## src/cslt_defs.vh

```
// Constants for the cascade single-line transceiver.
// Assumes inclusion by bare name from the design files; definitions only.
// Behaviour
// RQ1: High count at most threshold minus 2 decodes as zero.
// RQ2: High count at least threshold plus 1 decodes as one.
// RQ3: Each rising edge starts a high count, judged at the falling edge.
// RQ4: Input constant until reset timeout expires sets the line reset flag.
// RQ5: While line reset is set, the bypass path is off.
// RQ6: Line reset clears full, timeout and bypass flags, sets receive enable.
// RQ7: After 24xN bits: frame full, bypass on, receive off, interrupt raised.
// RQ8: With bypass on, serial input drives serial output.
// RQ9: First rising edge after a line reset clears the line reset flag.
// RQ10: Bits before the last time out without a next rising edge.
// RQ11: Last bit falling edge before period expiry sets both full flags.
// RQ12: Last bit falling edge before threshold expiry gives a zero.
// RQ13: Threshold expiry on last bit stores a one, done at falling edge.
// RQ14: Last bit stuck high to period expiry: timeout, fulls cleared.
// RQ15: Clearing transceiver enable stops receive and transmit.
// RQ16: Transmit mode with bypass off routes transmitter to the output.
// RQ17: Trigger shifts out the three transmit bytes, 24 bits.
// RQ18: Controller reloads the three bytes before triggering again.
// RQ19: Transmitter can issue a line reset after a whole cascade frame.
// RQ20: Hardware clears the trigger when transmit empty sets.
// RQ21: All counts run from the selectable cascade clock enable.
// RQ22: Frame length codes 0 to 10 give N 1 to 11, others 12.
// RQ23: Each event raises the interrupt only when its enable is set.
// RQ24: Word full sets every 24 bits and only software clears it; the code also clears it on line reset and on a high-phase timeout of any bit.
// RQ25: Trigger clears transmit empty; it sets after all 24 bits.
// RQ26: Transmit ones as long pulses, zeros as short, MSB first.
// RQ27: Shift bits in arrival order; ignore input while timed out.
`ifndef CSLT_DEFS_VH
`define CSLT_DEFS_VH
`define CSLT_WORD_BITS 24
`define CSLT_CNT_W 8
`define CSLT_BITCNT_W 9
`define CSLT_ZERO_MARGIN 8'h02
`define CSLT_ONE_MARGIN 8'h01
`define CSLT_N_MAX_CODE 4'ha
`define CSLT_N_MAX 4'hc
`define CSLT_FRAME_LEN_RESET 4'h3
`define CSLT_BUF_DEPTH 2
`endif

```

## src/cslt_buf.v

```verilog
// Two-entry valid/ready buffer for received 24-bit words.
// Assumes one clock and a synchronous active-low reset.
`timescale 1ns/100ps
module cslt_buf #(
    parameter WIDTH = 24
) (
    input wire mclk,
    input wire reset_n,
    input wire flush,
    input wire in_valid,
    output wire in_ready,
    input wire [WIDTH-1:0] in_data,
    output wire out_valid,
    input wire out_ready,
    output wire [WIDTH-1:0] out_data
);
    reg [WIDTH-1:0] mem0;
    reg [WIDTH-1:0] mem1;
    reg [1:0] count;
    wire push;
    wire pop;

    // Entry 0 is always the head, so the output needs no read mux.
    assign in_ready = (count != 2'd2);
    assign out_valid = (count != 2'd0);
    assign out_data = mem0;
    assign push = in_valid && in_ready;
    assign pop = out_valid && out_ready;

    // Shift on pop; write lands behind whatever remains.
    always @(posedge mclk) begin
        if (!reset_n || flush) begin
            count <= 2'd0;
        end else begin
            if (pop) begin
                mem0 <= mem1;
            end
            if (push) begin
                if (count == 2'd0 || (count == 2'd1 && pop)) begin
                    mem0 <= in_data;
                end else begin
                    mem1 <= in_data;
                end
            end
            count <= count + {1'b0, push} - {1'b0, pop};
        end
    end
endmodule

```

## src/cslt_top.v

```verilog
// Cascade single-line pulse-width transceiver, receive and transmit.
// Assumes all inputs synchronous to mclk; the control bits are plain ports.
`timescale 1ns/100ps
`include "cslt_defs.vh"
module cslt_top #(
    parameter CLK_DIV = 8'd4,
    parameter RESET_TIMEOUT = 16'd200,
    parameter BIT_PERIOD = 8'd20
) (
    input wire mclk,
    input wire reset_n,
    input wire cascade_serial_in,
    output reg cascade_serial_out,
    input wire transceiver_enable,
    input wire transmit_mode_select,
    input wire [3:0] frame_length_select,
    input wire [7:0] high_threshold_count,
    input wire [7:0] cascade_clock_div,
    input wire [7:0] bit_period_count,
    input wire [15:0] reset_timeout_count,
    input wire [7:0] transmit_data_byte0,
    input wire [7:0] transmit_data_byte1,
    input wire [7:0] transmit_data_byte2,
    input wire transmit_trigger_set,
    input wire word_full_clear,
    input wire bypass_clear,
    input wire line_reset_send,
    input wire [4:0] int_enable,
    output reg transmit_trigger,
    output reg transmit_empty_flag,
    output reg line_reset_flag,
    output reg frame_full_flag,
    output reg word_full_flag,
    output reg bit_timeout_flag,
    output reg bypass_enable,
    output reg receive_enable,
    output reg cascade_interrupt,
    output reg rx_word_valid,
    input wire rx_word_ready,
    output reg [23:0] rx_word
);
    localparam ST_IDLE = 3'b001;
    localparam ST_HIGH = 3'b010;
    localparam ST_LOW = 3'b100;

    // Frame length code to N, used in one place, for frame_bits.
    function [3:0] frame_n;
        input [3:0] code;
        begin
            if (code > `CSLT_N_MAX_CODE) begin
                frame_n = `CSLT_N_MAX;
            end else begin
                frame_n = code + 4'h1;
            end
        end
    endfunction

    reg [7:0] div_cnt;
    reg tick;
    reg din_q;
    reg [2:0] rx_state;
    reg [7:0] high_cnt;
    reg [7:0] period_cnt;
    reg [15:0] rst_cnt;
    reg [8:0] bit_idx;
    reg [23:0] rx_shift;
    reg [4:0] word_bits;
    reg push_valid;
    reg [23:0] push_data;
    reg [23:0] tx_shift;
    reg [4:0] tx_bits;
    reg [7:0] tx_cnt;
    reg tx_high;
    reg tx_busy;
    reg [15:0] tx_rst_cnt;
    wire rise;
    wire fall;
    wire last_bit;
    wire is_one;
    wire is_zero;
    wire buf_in_ready;
    wire buf_out_valid;
    wire [23:0] buf_out_data;
    wire [8:0] frame_bits;
    wire tx_path;

    assign rise = cascade_serial_in && !din_q;   // see RQ3
    assign fall = !cascade_serial_in && din_q;
    assign frame_bits = frame_n(frame_length_select) * 9'd24;  // see RQ22
    assign last_bit = (bit_idx == frame_bits - 9'd1);
    assign is_one = (high_cnt >= high_threshold_count
        + `CSLT_ONE_MARGIN);                     // see RQ2
    assign is_zero = (high_cnt + `CSLT_ZERO_MARGIN
        <= high_threshold_count);                // see RQ1
    assign tx_path = transmit_mode_select && !bypass_enable;  // see RQ16

    // Cascade clock enable; a zero divisor means every mclk cycle.
    always @(posedge mclk) begin
        if (!reset_n) begin
            div_cnt <= 8'h00;
            tick <= 1'b0;
        end else if (div_cnt >= cascade_clock_div) begin
            div_cnt <= 8'h00;
            tick <= 1'b1;                        // see RQ21
        end else begin
            div_cnt <= div_cnt + 8'h01;
            tick <= 1'b0;
        end
    end

    // Receive decoder, line reset detection and flag maintenance.
    always @(posedge mclk) begin
        if (!reset_n) begin
            din_q <= 1'b0;
            rx_state <= ST_IDLE;
            high_cnt <= 8'h00;
            period_cnt <= 8'h00;
            rst_cnt <= reset_timeout_count;
            bit_idx <= 9'h000;
            rx_shift <= 24'h000000;
            word_bits <= 5'h00;
            push_valid <= 1'b0;
            push_data <= 24'h000000;
            line_reset_flag <= 1'b0;
            frame_full_flag <= 1'b0;
            word_full_flag <= 1'b0;
            bit_timeout_flag <= 1'b0;
            bypass_enable <= 1'b0;
            receive_enable <= 1'b1;
        end else begin
            din_q <= cascade_serial_in;
            if (push_valid && buf_in_ready) begin
                push_valid <= 1'b0;
            end
            if (bypass_clear) begin
                bypass_enable <= 1'b0;
            end
            if (word_full_clear) begin
                word_full_flag <= 1'b0;          // see RQ24
            end
            // Idle-line timer restarts on any edge.
            if (rise || fall || !transceiver_enable || tx_path) begin
                rst_cnt <= reset_timeout_count;
            end else if (tick && rst_cnt != 16'h0000) begin
                rst_cnt <= rst_cnt - 16'h0001;
            end
            if (!transceiver_enable || tx_path) begin
                rx_state <= ST_IDLE;             // see RQ15
            end else if (rst_cnt == 16'h0000 && !line_reset_flag) begin
                line_reset_flag <= 1'b1;         // see RQ4
                frame_full_flag <= 1'b0;         // see RQ6
                word_full_flag <= 1'b0;
                bit_timeout_flag <= 1'b0;
                bypass_enable <= 1'b0;
                receive_enable <= 1'b1;
                rx_state <= ST_IDLE;
                bit_idx <= 9'h000;
                word_bits <= 5'h00;
                rst_cnt <= reset_timeout_count;
            end else if (receive_enable && !bit_timeout_flag) begin
                // Decoding is frozen while timed out.   see RQ27
                if (rise) begin
                    line_reset_flag <= 1'b0;     // see RQ9
                    rx_state <= ST_HIGH;
                    high_cnt <= 8'h00;
                    period_cnt <= bit_period_count;
                end else case (rx_state)
                    ST_IDLE: begin
                    end
                    ST_HIGH: begin
                        if (tick) begin
                            high_cnt <= high_cnt + 8'h01;
                            period_cnt <= period_cnt - 8'h01;
                        end
                        if (tick && period_cnt == 8'h00) begin
                            bit_timeout_flag <= 1'b1;  // see RQ10 RQ14
                            frame_full_flag <= 1'b0;
                            word_full_flag <= 1'b0;
                            rx_state <= ST_IDLE;
                        end else if (fall) begin
                            // Ambiguous widths keep the threshold side.
                            rx_shift <= {rx_shift[22:0],
                                is_one || !is_zero};   // see RQ12 RQ13
                            bit_idx <= bit_idx + 9'h001;
                            if (word_bits == 5'd23) begin
                                word_bits <= 5'h00;
                                word_full_flag <= 1'b1;
                                push_valid <= 1'b1;
                                push_data <= {rx_shift[22:0],
                                    is_one || !is_zero};
                            end else begin
                                word_bits <= word_bits + 5'h01;
                            end
                            if (last_bit) begin
                                frame_full_flag <= 1'b1;  // see RQ7 RQ11
                                word_full_flag <= 1'b1;
                                bypass_enable <= 1'b1;
                                receive_enable <= 1'b0;
                                rx_state <= ST_IDLE;
                            end else begin
                                rx_state <= ST_LOW;
                            end
                        end
                    end
                    ST_LOW: begin
                        if (tick) begin
                            period_cnt <= period_cnt - 8'h01;
                        end
                        if (tick && period_cnt == 8'h00) begin
                            bit_timeout_flag <= 1'b1;  // see RQ10
                            rx_state <= ST_IDLE;
                        end
                    end
                    default: rx_state <= ST_IDLE;
                endcase
            end
        end
    end

    // Transmitter: trigger loads three bytes, MSB first.
    always @(posedge mclk) begin
        if (!reset_n) begin
            transmit_trigger <= 1'b0;
            transmit_empty_flag <= 1'b1;
            tx_shift <= 24'h000000;
            tx_bits <= 5'h00;
            tx_cnt <= 8'h00;
            tx_high <= 1'b0;
            tx_busy <= 1'b0;
            tx_rst_cnt <= 16'h0000;
        end else if (!transceiver_enable || !tx_path) begin
            transmit_trigger <= 1'b0;            // see RQ15
            tx_busy <= 1'b0;
            tx_high <= 1'b0;
            tx_rst_cnt <= 16'h0000;
        end else if (transmit_trigger_set && !tx_busy) begin
            transmit_trigger <= 1'b1;            // see RQ17
            transmit_empty_flag <= 1'b0;         // see RQ25
            tx_shift <= {transmit_data_byte0, transmit_data_byte1,
                transmit_data_byte2};            // see RQ18
            tx_bits <= 5'h00;
            tx_busy <= 1'b1;
            tx_high <= 1'b0;
            tx_cnt <= 8'h00;
        end else if (line_reset_send && !tx_busy) begin
            // Hold the line low past the receiver's timeout.  see RQ19
            tx_rst_cnt <= reset_timeout_count + 16'h0002;
        end else if (tx_rst_cnt != 16'h0000) begin
            if (tick) begin
                tx_rst_cnt <= tx_rst_cnt - 16'h0001;
            end
        end else if (tx_busy && tick) begin
            if (tx_cnt != 8'h00) begin
                tx_cnt <= tx_cnt - 8'h01;
            end else if (!tx_high) begin
                tx_high <= 1'b1;                 // see RQ26
                tx_cnt <= tx_shift[23] ?
                    high_threshold_count + 8'h02 :
                    high_threshold_count - 8'h03;
            end else begin
                tx_high <= 1'b0;
                tx_shift <= {tx_shift[22:0], 1'b0};
                if (tx_bits == 5'd23) begin
                    tx_busy <= 1'b0;
                    transmit_empty_flag <= 1'b1;  // see RQ25
                    transmit_trigger <= 1'b0;     // see RQ20
                end else begin
                    tx_bits <= tx_bits + 5'h01;
                    tx_cnt <= bit_period_count - high_threshold_count;
                end
            end
        end
    end

    // Output mux and gated interrupt, both registered.
    always @(posedge mclk) begin
        if (!reset_n) begin
            cascade_serial_out <= 1'b0;
            cascade_interrupt <= 1'b0;
            rx_word_valid <= 1'b0;
            rx_word <= 24'h000000;
        end else begin
            if (tx_path && transceiver_enable) begin
                cascade_serial_out <= tx_high;
            end else if (bypass_enable && !line_reset_flag) begin
                cascade_serial_out <= cascade_serial_in;  // see RQ5 RQ8
            end else begin
                cascade_serial_out <= 1'b0;
            end
            cascade_interrupt <= (int_enable[0] && frame_full_flag)
                || (int_enable[1] && transmit_empty_flag)
                || (int_enable[2] && line_reset_flag)
                || (int_enable[3] && bit_timeout_flag)
                || (int_enable[4] && word_full_flag);  // see RQ23
            rx_word_valid <= buf_out_valid && !(rx_word_valid
                && rx_word_ready);
            rx_word <= buf_out_data;
        end
    end

    cslt_buf #(.WIDTH(`CSLT_WORD_BITS)) u_buf (
        .mclk(mclk),
        .reset_n(reset_n),
        .flush(1'b0),
        .in_valid(push_valid),
        .in_ready(buf_in_ready),
        .in_data(push_data),
        .out_valid(buf_out_valid),
        .out_ready(rx_word_valid && rx_word_ready),
        .out_data(buf_out_data)
    );
endmodule

```

## config.mk

```make
export PLATFORM = sky130hd
export DESIGN_NAME = cslt_top
export DESIGN_NICKNAME = d
export VERILOG_FILES = /design/src/cslt_buf.v /design/src/cslt_top.v
export VERILOG_INCLUDE_DIRS = /design/src /design/src/src
export SDC_FILE = /design/constraint.sdc
export NUM_CORES = 1
export LEC_CHECK = 0
export BUFFER_PORTS_ARGS = -buffer_cell sky130_fd_sc_hd__buf_2
export CELL_PAD_IN_SITES_DETAIL_PLACEMENT = 0
export CELL_PAD_IN_SITES_GLOBAL_PLACEMENT = 1
export CORE_MARGIN = 2
export CORE_UTILIZATION = 45
export CTS_BUF_LIST = sky130_fd_sc_hd__clkbuf_2
export DETAILED_ROUTE_END_ITERATION = 10
export PLACE_DENSITY_LB_ADDON = 0.1
export SETUP_SLACK_MARGIN = 0.4
export SLEW_MARGIN = 40
export SYNTH_ARGS = -nofsm -noshare
export SYNTH_HDL_FRONTEND = slang
export SYNTH_SLANG_ARGS = --single-unit
```

## constraint.sdc

```tcl
create_clock -name mclk -period 4.7 [get_ports mclk]
set_input_delay 1.41 -clock mclk [delete_from_list [all_inputs] [get_ports mclk]]
set_output_delay 1.41 -clock mclk [all_outputs]
set_load 0.005 [all_outputs]
```

=== Word level (Yosys, flattened, before mapping) ===
Index checks and enable logic that the tools add are counted.

* Add/sub/neg operators: 19
* Multipliers: 1
* Order comparisons: 4
* Equal/unequal tests: 18
* Muxes and demuxes: 126
* Bitwise operators: 11
* Reductions and logical operators: 90

{| class="wikitable"
|+ Operators by type and width
! cell !! count
|-
| two-way mux 24 bit || 9
|-
| two-way mux 16 bit || 8
|-
| two-way mux 8 bit || 14
|-
| two-way mux 5 bit || 14
|-
| two-way mux 1 bit || 68
|-
| two-way mux 9 bit || 6
|-
| nonzero test 16 bit || 2
|-
| nonzero test 2 bit || 16
|-
| subtractor 16 x 1 -> 16 bit, second input constant || 2
|-
| AND reduction 7 bit || 4
|-
| adder 8 x 1 -> 8 bit, second input constant || 3
|-
| AND reduction 6 bit || 4
|-
| logical AND 1 bit || 22
|-
| AND reduction 5 bit || 4
|-
| adder 16 x 2 -> 16 bit, second input constant || 1
|-
| adder 8 x 2 -> 8 bit, second input constant || 2
|-
| greater-or-equal comparator 8 bit || 2
|-
| zero test 16 bit || 1
|-
| subtractor 8 x 1 -> 8 bit, second input constant || 2
|-
| two-way mux 3 bit || 5
|-
| != test 2 bit, second input constant || 7
|-
| logical OR 1 bit || 11
|-
| NOT 1 bit || 11
|-
| adder 5 x 1 -> 5 bit, second input constant || 2
|-
| other kinds (31) || 49
|}

* Register bits: 246
* Bits of input ports: 83
* Output and inout port bits: 35
* Word-level logic and storage cells: 301

=== Depth between registers and ports, before layout ===
Gate-level depths: netlist of the first run.

* Word-level depth: 13
* Depth in mapped cells: 14
* Mapped depth without buffers: 14

=== Hierarchy ===
From an unflattened synthesis of the first run, not the netlist that was laid out.

* Cells, all modules: 1,477
* Area, all modules: 13,080.0 um^2

{| class="wikitable"
|+ Modules (own cells, without submodules)
! module !! times used !! cells each !! area an instance (um^2) !! seq. area each (um^2)
|-
| cslt_top || 1 || 1,356 || 10,795.4 || 3,923.8
|-
| cslt_buf || 1 || 121 || 2,284.7 || 1,481.4
|}

=== Worst setup path after synthesis of the first run ===
Ideal clock, no wire load.

* Kind: in2reg
* Start point: input frame_length_select[0]
* End point: register rx_state[2]
* Setup time: 116 ps
* Arrival time: 4,103 ps
* Required time: 4,584 ps
* Path slack: 480 ps
* Stages on the path: 13
* Buffers on the path: 0
* Cell sequence: inv_1 ha_1 nand2b_1 a22oi_1 inv_1 ha_1 fa_1 xor2_1 nor3_1 and3_1 nor4_1 o221ai_1 a41o_1

* Cells in the longest elaborated chain, start to end: 10
* Elaborated cells between the ends (all ways): 11
* Classes of those cells: add/sub (2); mul (1); order compare (1); eq/ne (1); mux (6)

{| class="wikitable"
|+ Ends and longest elaborated chain
! item !! line !! source
|-
| start: declaration || cslt_top.v:16 || <nowiki>input wire [3:0] frame_length_select,</nowiki>
|-
| adder 4 x 1 -> 4 bit or > comparator 4 bit (tied branches) || - ||
|-
| two-way mux 4 bit * || cslt_top.v:50 || <nowiki>if (code > `CSLT_N_MAX_CODE) begin</nowiki>
|-
| multiplier 4 x 2 -> 6 bit * || cslt_top.v:89 || <nowiki>assign frame_bits = frame_n(frame_length_select) * 9'd24;</nowiki>
|-
| subtractor 9 x 1 -> 9 bit * || cslt_top.v:90 || <nowiki>assign last_bit = (bit_idx == frame_bits - 9'd1);</nowiki>
|-
| == test 9 bit * || cslt_top.v:90 ||
|-
| two-way mux 3 bit * || cslt_top.v:194 || <nowiki>if (last_bit) begin</nowiki>
|-
| two-way mux 3 bit * || cslt_top.v:180 || <nowiki>end else if (fall) begin</nowiki>
|-
| two-way mux 3 bit * || cslt_top.v:175 || <nowiki>if (tick && period_cnt == 8'h00) begin</nowiki>
|-
| case mux 3 bit (3 select lines) * || cslt_top.v:167 || <nowiki>end else case (rx_state)</nowiki>
|-
| two-way mux 3 bit * || cslt_top.v:162 || <nowiki>if (rise) begin</nowiki>
|-
| end signal: assignment || cslt_top.v:156 || <nowiki>rx_state <= ST_IDLE;</nowiki>
|-
| end signal: assignment || cslt_top.v:164 || <nowiki>rx_state <= ST_HIGH;</nowiki>
|-
| end signal: assignment || cslt_top.v:179 || <nowiki>rx_state <= ST_IDLE;</nowiki>
|-
| end: declaration || cslt_top.v:61 || <nowiki>reg [2:0] rx_state;</nowiki>
|}

Mark *: on every way between the ends. The rest lies on a longest branch, timed or not. The select of a mux whose other input is x is not followed.
A chain may end at the register's enable or synchronous reset.

=== Worst setup path after layout of the first run ===
Ends and elaborated chain as after synthesis.

==> results of run 1 <==
-- final timing paths --
kind	cells past startpoint	slack, ns	start	endpoint
max	14	1.05	frame_length_select[0]	rx_state[2]$_SDFFE_PP0P_
min	0	0.42	push_data[7]$_SDFFE_PN0P_	u_buf.mem1[7]$_DFFE_PP_
max reg2reg	9	1.47	tx_rst_cnt[1]$_SDFFE_PP0P_	tx_bits[1]$_SDFFE_PN0P_
min reg2reg	0	0.42	push_data[7]$_SDFFE_PN0P_	u_buf.mem1[7]$_DFFE_PP_
-- per-layer routing --
metal  wire (um)  vias to the layer above
li1            -                     5602
met5           0                        -
met1       15600                     5088
met3        1230                       56
met2       13600                      231
met4         749                        0
-- flip-flops by register name, indices dropped and copies added (netlist names), 2 cells and up --
signal,flops
div_cnt,8
push_data,24
tx_bits,5
rst_cnt,16
period_cnt,8
tx_rst_cnt,16
word_bits,5
rx_shift,23
u_buf.out_data,24
tx_cnt,8
bit_idx,9
rx_state,3
u_buf.mem1,24
u_buf.count,2
rx_word,24
high_cnt,8
tx_shift,24
-- power groups by stage --
stage | clock network, mW | logic, mW | registers (mW)
3_3_place_gp | 0 | 0.529 | 2.31
5_1_grt | 1.80 | 0.600 | 2.27
6_report | 1.60 | 0.536 | 2.26
4_1_cts | 1.68 | 0.539 | 2.26
2_1_floorplan | 0 | 0.377 | 2.30
3_5_place_dp | 0 | 0.536 | 2.31
-- layout make-up --
class | count | area, um^2 | area share
timing repair buffer | 140 | 758 | 0.0524
inverter | 51 | 193 | 0.0133
clock buffer | 114 | 571 | 0.0395
tap | 378 | 473 | 0.0327
antenna | 3 | 7.51 | 0.000519
clock inverter | 15 | 87.6 | 0.00606
multi-input combinational | 1113 | 6960 | 0.482
sequential | 246 | 5410 | 0.374
-- cell families (layout without fill, tap and decap cells) --
| logic type | count (synthesis) | count (layout) | share of synthesized area |
|---|---|---|---|
| DFF | 246 | 246 | 0.420 |
| buffers and inverters | 132 | 320 | 0.0415 |
| and+or+nand+nor | 595 | 595 | 0.223 |
| AOI/OAI and AO/OA | 348 | 348 | 0.179 |
| xor gates and xnor gates | 79 | 79 | 0.0537 |
| other | 0 | 3 | 0 |
| adders and majority gates | 60 | 60 | 0.0595 |
| muxes | 31 | 31 | 0.0243 |
-- synth_stat cells, types with 6 or more instances --
cell	instances	area share
a211oi_1	8	0.0047
a21o_1	13	0.0076
a21oi_1	120	0.047
a311oi_2	23	0.027
a31oi_1	6	0.0029
a32oi_1	6	0.0041
and2_1	32	0.016
and3_1	15	0.0073
buf_2	7	0.0027
clkbuf_1	65	0.019
dfxtp_1	198	0.31
edfxtp_1	48	0.11
ha_1	58	0.056
inv_1	50	0.015
mux2i_1	29	0.023
nand2_1	252	0.073
nand2b_1	19	0.0092
nand3_1	41	0.016
nand4_1	14	0.0068
nor2_1	98	0.029
nor2b_1	9	0.0044
nor3_1	36	0.014
nor3b_1	8	0.0047
nor4_1	22	0.011
o211ai_1	7	0.0041
o21a_1	12	0.0070
o21ai_0	96	0.037
or3_1	13	0.0063
or4_1	8	0.0047
xnor2_1	50	0.034
xor2_1	29	0.020
-- critical path: stages --
cell and delay [ns]:
buf_2 0.11, inv_1 0.06, ha_1 0.18, nand2b_1 0.17, a22oi_1 0.20, inv_1 0.11
ha_1 0.23, fa_1 0.40, xor2_1 0.30, nor3_1 0.09, and3_1 0.19, nor4_1 0.28
o221ai_1 0.34, a41o_1 0.30
-- metrics by stage --
step / hold slack (ns) / instances
final: 0.417 / 2060
after global routing: 0.427 / 2060
after CTS: 0.419 / 2057
after detailed placement: 0.444 / 1928
after global placement: 0.441 / 1928
after floorplan: 0.423 / 1491
==> flow_metrics.py, run 1 <==
metrics = {
    "clock_tree": {
        "clk_latency_ns": 0.86,
        "cts.root.buffer_cell": "clkbuf_2",
        "cts_buffer_depth": 3,
        "htreeDepth": 3,
        "cts_setup_buffers": 0,
        "cts_resized": 0,
        "path_clk_slew_ns": 0.09,
        "numCtsBuffers": 71,
        "hold_buffers": 0,
        "clock_sinks": 246,
        "cts_tree": "done",
    },
    "routing": {
        "firstDrtPassIters": 5,
        "wl_per_cell_um": 15.1,
        "vias": 11000,
        "first_iter_violations": 743,
        "routed_wirelength_mm": 31.1,
        "via_per_inst": 5.33,
        "antenna_left": 0,
        "route.detailed.drc": 0,
    },
    "floorplan": {
        "core_um2": 28000,
        "die_area_um2": 30000,
        "die_y_um": 173,
        "die_w_um": 173,
        "io_pins": 118,
        "initial_core_util": 0.460,
        "std_cell_rows": 61,
    },
    "placed_design": {
        "place_area_um2": 13800,
        "dp_slack_ns": 0.163,
        "io_buffer_count": 117,
        "gp_congestion": 0.851,
        "dp_hpwl_mm": 21.5,
    },
    "power": {
        "power_density_nw_per_um2": 304,
        "p_seq_frac": 0.515,
        "pwr-share-comb": 0.122,
        "p_clk_frac": 0.363,
        "power_mw": 4.40,
        "ir_drop_uv": 126,
        "p_int_mw": 3.08,
        "power.switching_mw": 1.31,
        "switching_share": 0.299,
        "power.leakage_nw": 5.75,
    },
    "synth": {
        "netlist_area_um2": 12900,
        "ys_seq_area_frac": 0.420,
        "yosys_warnings": 0,
        "yosysUniqueCellTypes": 79,
        "ys_ff_latch": 246,
        "synth_cells": 1491,
        "syn_avg_cell_area_um2": 8.63,
        "synth-edff-count": 48,
        "async_flop_share": 0,
        "synth_top_flop_cell": "dfxtp_1",
        "syn_nets": 1634,
    },
    "timing": {
        "finalCriticalPeriod_ns": 3.65,
        "slew_viol_final": 0,
        "skew_ns": 0.0880,
        "finalCritPeriodShare": 0.776,
        "rsz0062_at_grt": "false",
        "tightest_slew_ns": 0.759,
        "setup_viol": 0,
        "timing.final.hold_violations": 0,
        "slew-limit-headroom": 0.494,
        "fmax_mhz": 274,
        "tns_ns": 0,
        "worst_slack_ns": 1.05,
    },
    "global_routing": {
        "use_met2": 0.318,
        "grt_pass1_wl_mm": 52.1,
        "grt_start_max_net_pins": 52,
        "gr-usage-met1": 0.290,
        "grtUsageMet3": 0.0374,
        "grt_pass1_vias": 10500,
        "track_usage": 0.207,
        "grt-busiest-layer": "met2",
        "grt_overflow": 0,
        "antenna_found_initial": 1,
    },
    "layout": {
        "drive_gt1_frac": 0.184,
        "nets": 1766,
        "post-route-util": 0.516,
        "syn2layout_area_growth_pct": 12.3,
        "final_area_um2": 14500,
        "final_common_cell": "nand2_1",
        "fill_cells": 2825,
        "final_cell_mix": "250 x nand2_1, 198 x dfxtp_1, 119 x a21oi_1, 117 x buf_2, 114 x clkbuf_2",
    },
    "setup_path": {
        "crit_path_start_kind": "primary input",
        "arrival_ns": 4.39,
        "cp-end-kind": "flip-flop",
        "critPathRequiredTime_ns": 5.44,
        "crit_fanout": 6,
        "path_class": "primary input to flip-flop",
    },
    "worst_hold_path": {
        "hp-class": "flip-flop to flip-flop",
    },
    "outcome": {
        "status": "complete, no violations",
    },
    "job": {
        "maxCapViolCount": 0,
    },
}
No activity file was read; power rests on OpenSTA's default activity.
==> run 2: changes to the inputs <==
ABC_AREA = 1   (was default)
clock period = 3.4 ns   (was 4.7 ns; I/O delays follow)
==> run 2 against run 1 <==
Critical endpoint is now receive_enable$_SDFFE_PN1P_. Largest cell class unchanged. Critical path depth up 10. Synthesized cell count is 18% higher. Design area up 3.8%. Count of clock-buffer cells in the layout decreased by 18. Non-clock buffer count is 1 higher. Clock power is 39% higher.
==> flow_metrics.py, run 2 <==
metrics = {
    "synth": {
        "yosysMostFrequentCell": "nand2_1",
        "ys_seq_area_frac": 0.407,
        "yosysUniqueCellTypes": 66,
        "synth-edff-count": 48,
        "synth_top_flop_cell": "dfxtp_1",
        "syn_nets": 1897,
        "async_flop_share": 0,
        "synth_area_leaders": "dfxtp_1 30%, edfxtp_1 11%, nand2_1 9.8%",
        "ys_ff_latch": 246,
        "yosys_warnings": 0,
        "netlist_area_um2": 13300,
        "synth_cells": 1754,
        "synth.top_cell.area_share": 0.298,
        "syn_avg_cell_area_um2": 7.57,
        "synth_common_cells": "347 x nand2_1, 223 x inv_1, 198 x dfxtp_1",
        "synth_largest_area_cell": "dfxtp_1",
    },
    "layout": {
        "post-route-util": 0.520,
        "regArea_um2": 5410,
        "final_common_cell": "nand2_1",
        "syn2layout_area_growth_pct": 13.0,
        "final_cell_mix": "344 x nand2_1, 217 x inv_1, 198 x dfxtp_1, 185 x nor2_1, 123 x o21ai_0",
        "nets": 2049,
        "drive_gt1_frac": 0.179,
        "fill_cells": 3010,
        "multi_input_area_um2": 6790,
    },
    "placed_design": {
        "io_buffer_count": 117,
        "gp_congestion": 0.838,
        "dp_hpwl_mm": 22.9,
    },
    "setup_path": {
        "r2r-end": "rx_shift[0]$_SDFFE_PN0P_",
        "crit_path_start": "frame_length_select[0]",
        "cp-end-kind": "flip-flop",
        "arrival_ns": 3.53,
        "reg2reg_slack_ns": 0.79,
        "critPathRequiredTime_ns": 4.12,
        "reg2regPathDepth": 12,
        "r2r_start": "high_cnt[2]$_SDFFE_PN0P_",
        "endpoint": "receive_enable$_SDFFE_PN1P_",
        "crit_fanout": 5,
        "path_class": "primary input to flip-flop",
        "crit_path_start_kind": "primary input",
    },
    "routing": {
        "antenna_left": 0,
        "routed_wirelength_mm": 32.1,
        "first_iter_violations": 605,
        "firstDrtPassIters": 5,
        "wl_per_cell_um": 13.7,
        "route.detailed.drc": 0,
        "vias": 11800,
        "via_per_inst": 5.05,
    },
    "floorplan": {
        "initial_core_util": 0.460,
        "die_area_um2": 30900,
        "io_pins": 118,
        "std_cell_rows": 62,
        "die_y_um": 176,
        "core_um2": 28900,
        "die_w_um": 176,
    },
    "worst_hold_path": {
        "hold_depth": 0,
        "worstHoldStart": "push_data[7]$_SDFFE_PN0P_",
        "hp-class": "flip-flop to flip-flop",
    },
    "global_routing": {
        "grt_pass1_wl_mm": 53.5,
        "antenna_found_initial": 2,
        "grt_start_max_net_pins": 94,
        "track_usage": 0.209,
        "grt_pass1_vias": 11100,
        "grt_overflow": 0,
    },
    "timing": {
        "tightest_slew_ns": 0.887,
        "timing.final.hold_violations": 0,
        "slew-limit-headroom": 0.409,
        "rsz0062_at_grt": "false",
        "fmax_mhz": 355,
        "setup_viol": 0,
        "skew_ns": 0.0917,
        "finalCriticalPeriod_ns": 2.82,
        "finalCritPeriodShare": 0.828,
        "slew_viol_final": 0,
        "tns_ns": 0,
    },
    "power": {
        "power_density_nw_per_um2": 408,
        "power.leakage_nw": 6.85,
        "ir_drop_uv": 246,
    },
    "clock_tree": {
        "cts.root.buffer_cell": "clkbuf_2",
        "numCtsBuffers": 69,
        "path_clk_slew_ns": 0.11,
        "htreeDepth": 3,
        "cts_resized": 0,
        "hold_buffers": 0,
        "cts_tree": "done",
        "clock_sinks": 246,
        "clk_latency_ns": 0.84,
        "cts_setup_buffers": 0,
        "cts_buffer_depth": 3,
    },
    "job": {
        "maxCapViolCount": 0,
    },
    "outcome": {
        "status": "complete, no violations",
    },
}
-- run 2: worst min path at each step --
stage                                           to  slack (ns)
after global routing      bypass_enable$_SDFF_PN0_        0.39
after CTS                      rst_cnt[15]$_DFF_P_        0.36
after floorplan            u_buf.mem1[0]$_DFFE_PP_        0.43
final                      u_buf.mem1[7]$_DFFE_PP_        0.43
after detailed placement     rx_word[6]$_SDFF_PN0_        0.45
after global placement      rx_word[16]$_SDFF_PN0_        0.44
-- run 2: logic make-up after synthesis --
kind of cell / after synthesis / synth area share
AO/OA/AOI/OAI: 372 / 0.170
buffers and inverters: 297 / 0.0887
XOR/XNOR: 45 / 0.0307
adder cells (fa/ha/maj): 60 / 0.0576
flip-flops: 246 / 0.407
AND/OR/NAND/NOR: 734 / 0.246
-- run 2: layer usage --
metal,global-route usage,part of all wire,up-vias
li1,-,-,6185
met1,0.290,0.49,5317
met2,0.326,0.44,273
met3,0.0459,0.055,40
met4,0.0640,0.015,0
met5,0,0,-
-- run 2: area by class of cell --
type / count / area share
multi-input cells: 1211 / 0.452
flip-flops and latches: 246 / 0.360
inverters: 237 / 0.0602
repair buffers: 141 / 0.0522
clock buffers: 96 / 0.0320
well taps: 384 / 0.0320
clock inverters: 22 / 0.0108
diodes: 2 / 0.000334
-- run 2: critical path: stages --
cell	delay, ns
clkbuf_4	0.17
inv_12	0.03
ha_4	0.14
inv_2	0.03
nand2_1	0.04
nand2_1	0.08
nand2_2	0.09
inv_2	0.09
nor2_4	0.06
ha_4	0.16
fa_2	0.56
inv_1	0.05
nor2_2	0.12
nor2_1	0.05
nand2_1	0.05
nand3_1	0.08
nor2_1	0.10
nand3_1	0.09
nor2_2	0.15
nand3_2	0.13
nand2_1	0.09
nand2_1	0.05
nand2_1	0.05
nand2_1	0.04
-- run 2: where the power goes --
group / leakage (nW) / switching [mW] / internal, mW
combinational: 4.34 / 0.505 / 0.307
sequential: 2.03 / 0.0497 / 3.04
clock: 0.472 / 1.29 / 0.929
-- run 2: per-stage QoR --
stage	setup slack, ns	hold slack, ns	total power, mW	cells	cell area (um^2)
2_1_floorplan	0.0748	0.426	3.71	1754	13400
3_3_place_gp	-0.348	0.439	3.96	2219	14300
3_5_place_dp	-0.424	0.445	3.97	2219	14300
4_1_cts	0.518	0.364	6.23	2337	15000
5_1_grt	0.400	0.388	6.51	2338	15000
6_report	0.583	0.428	6.13	2339	15000
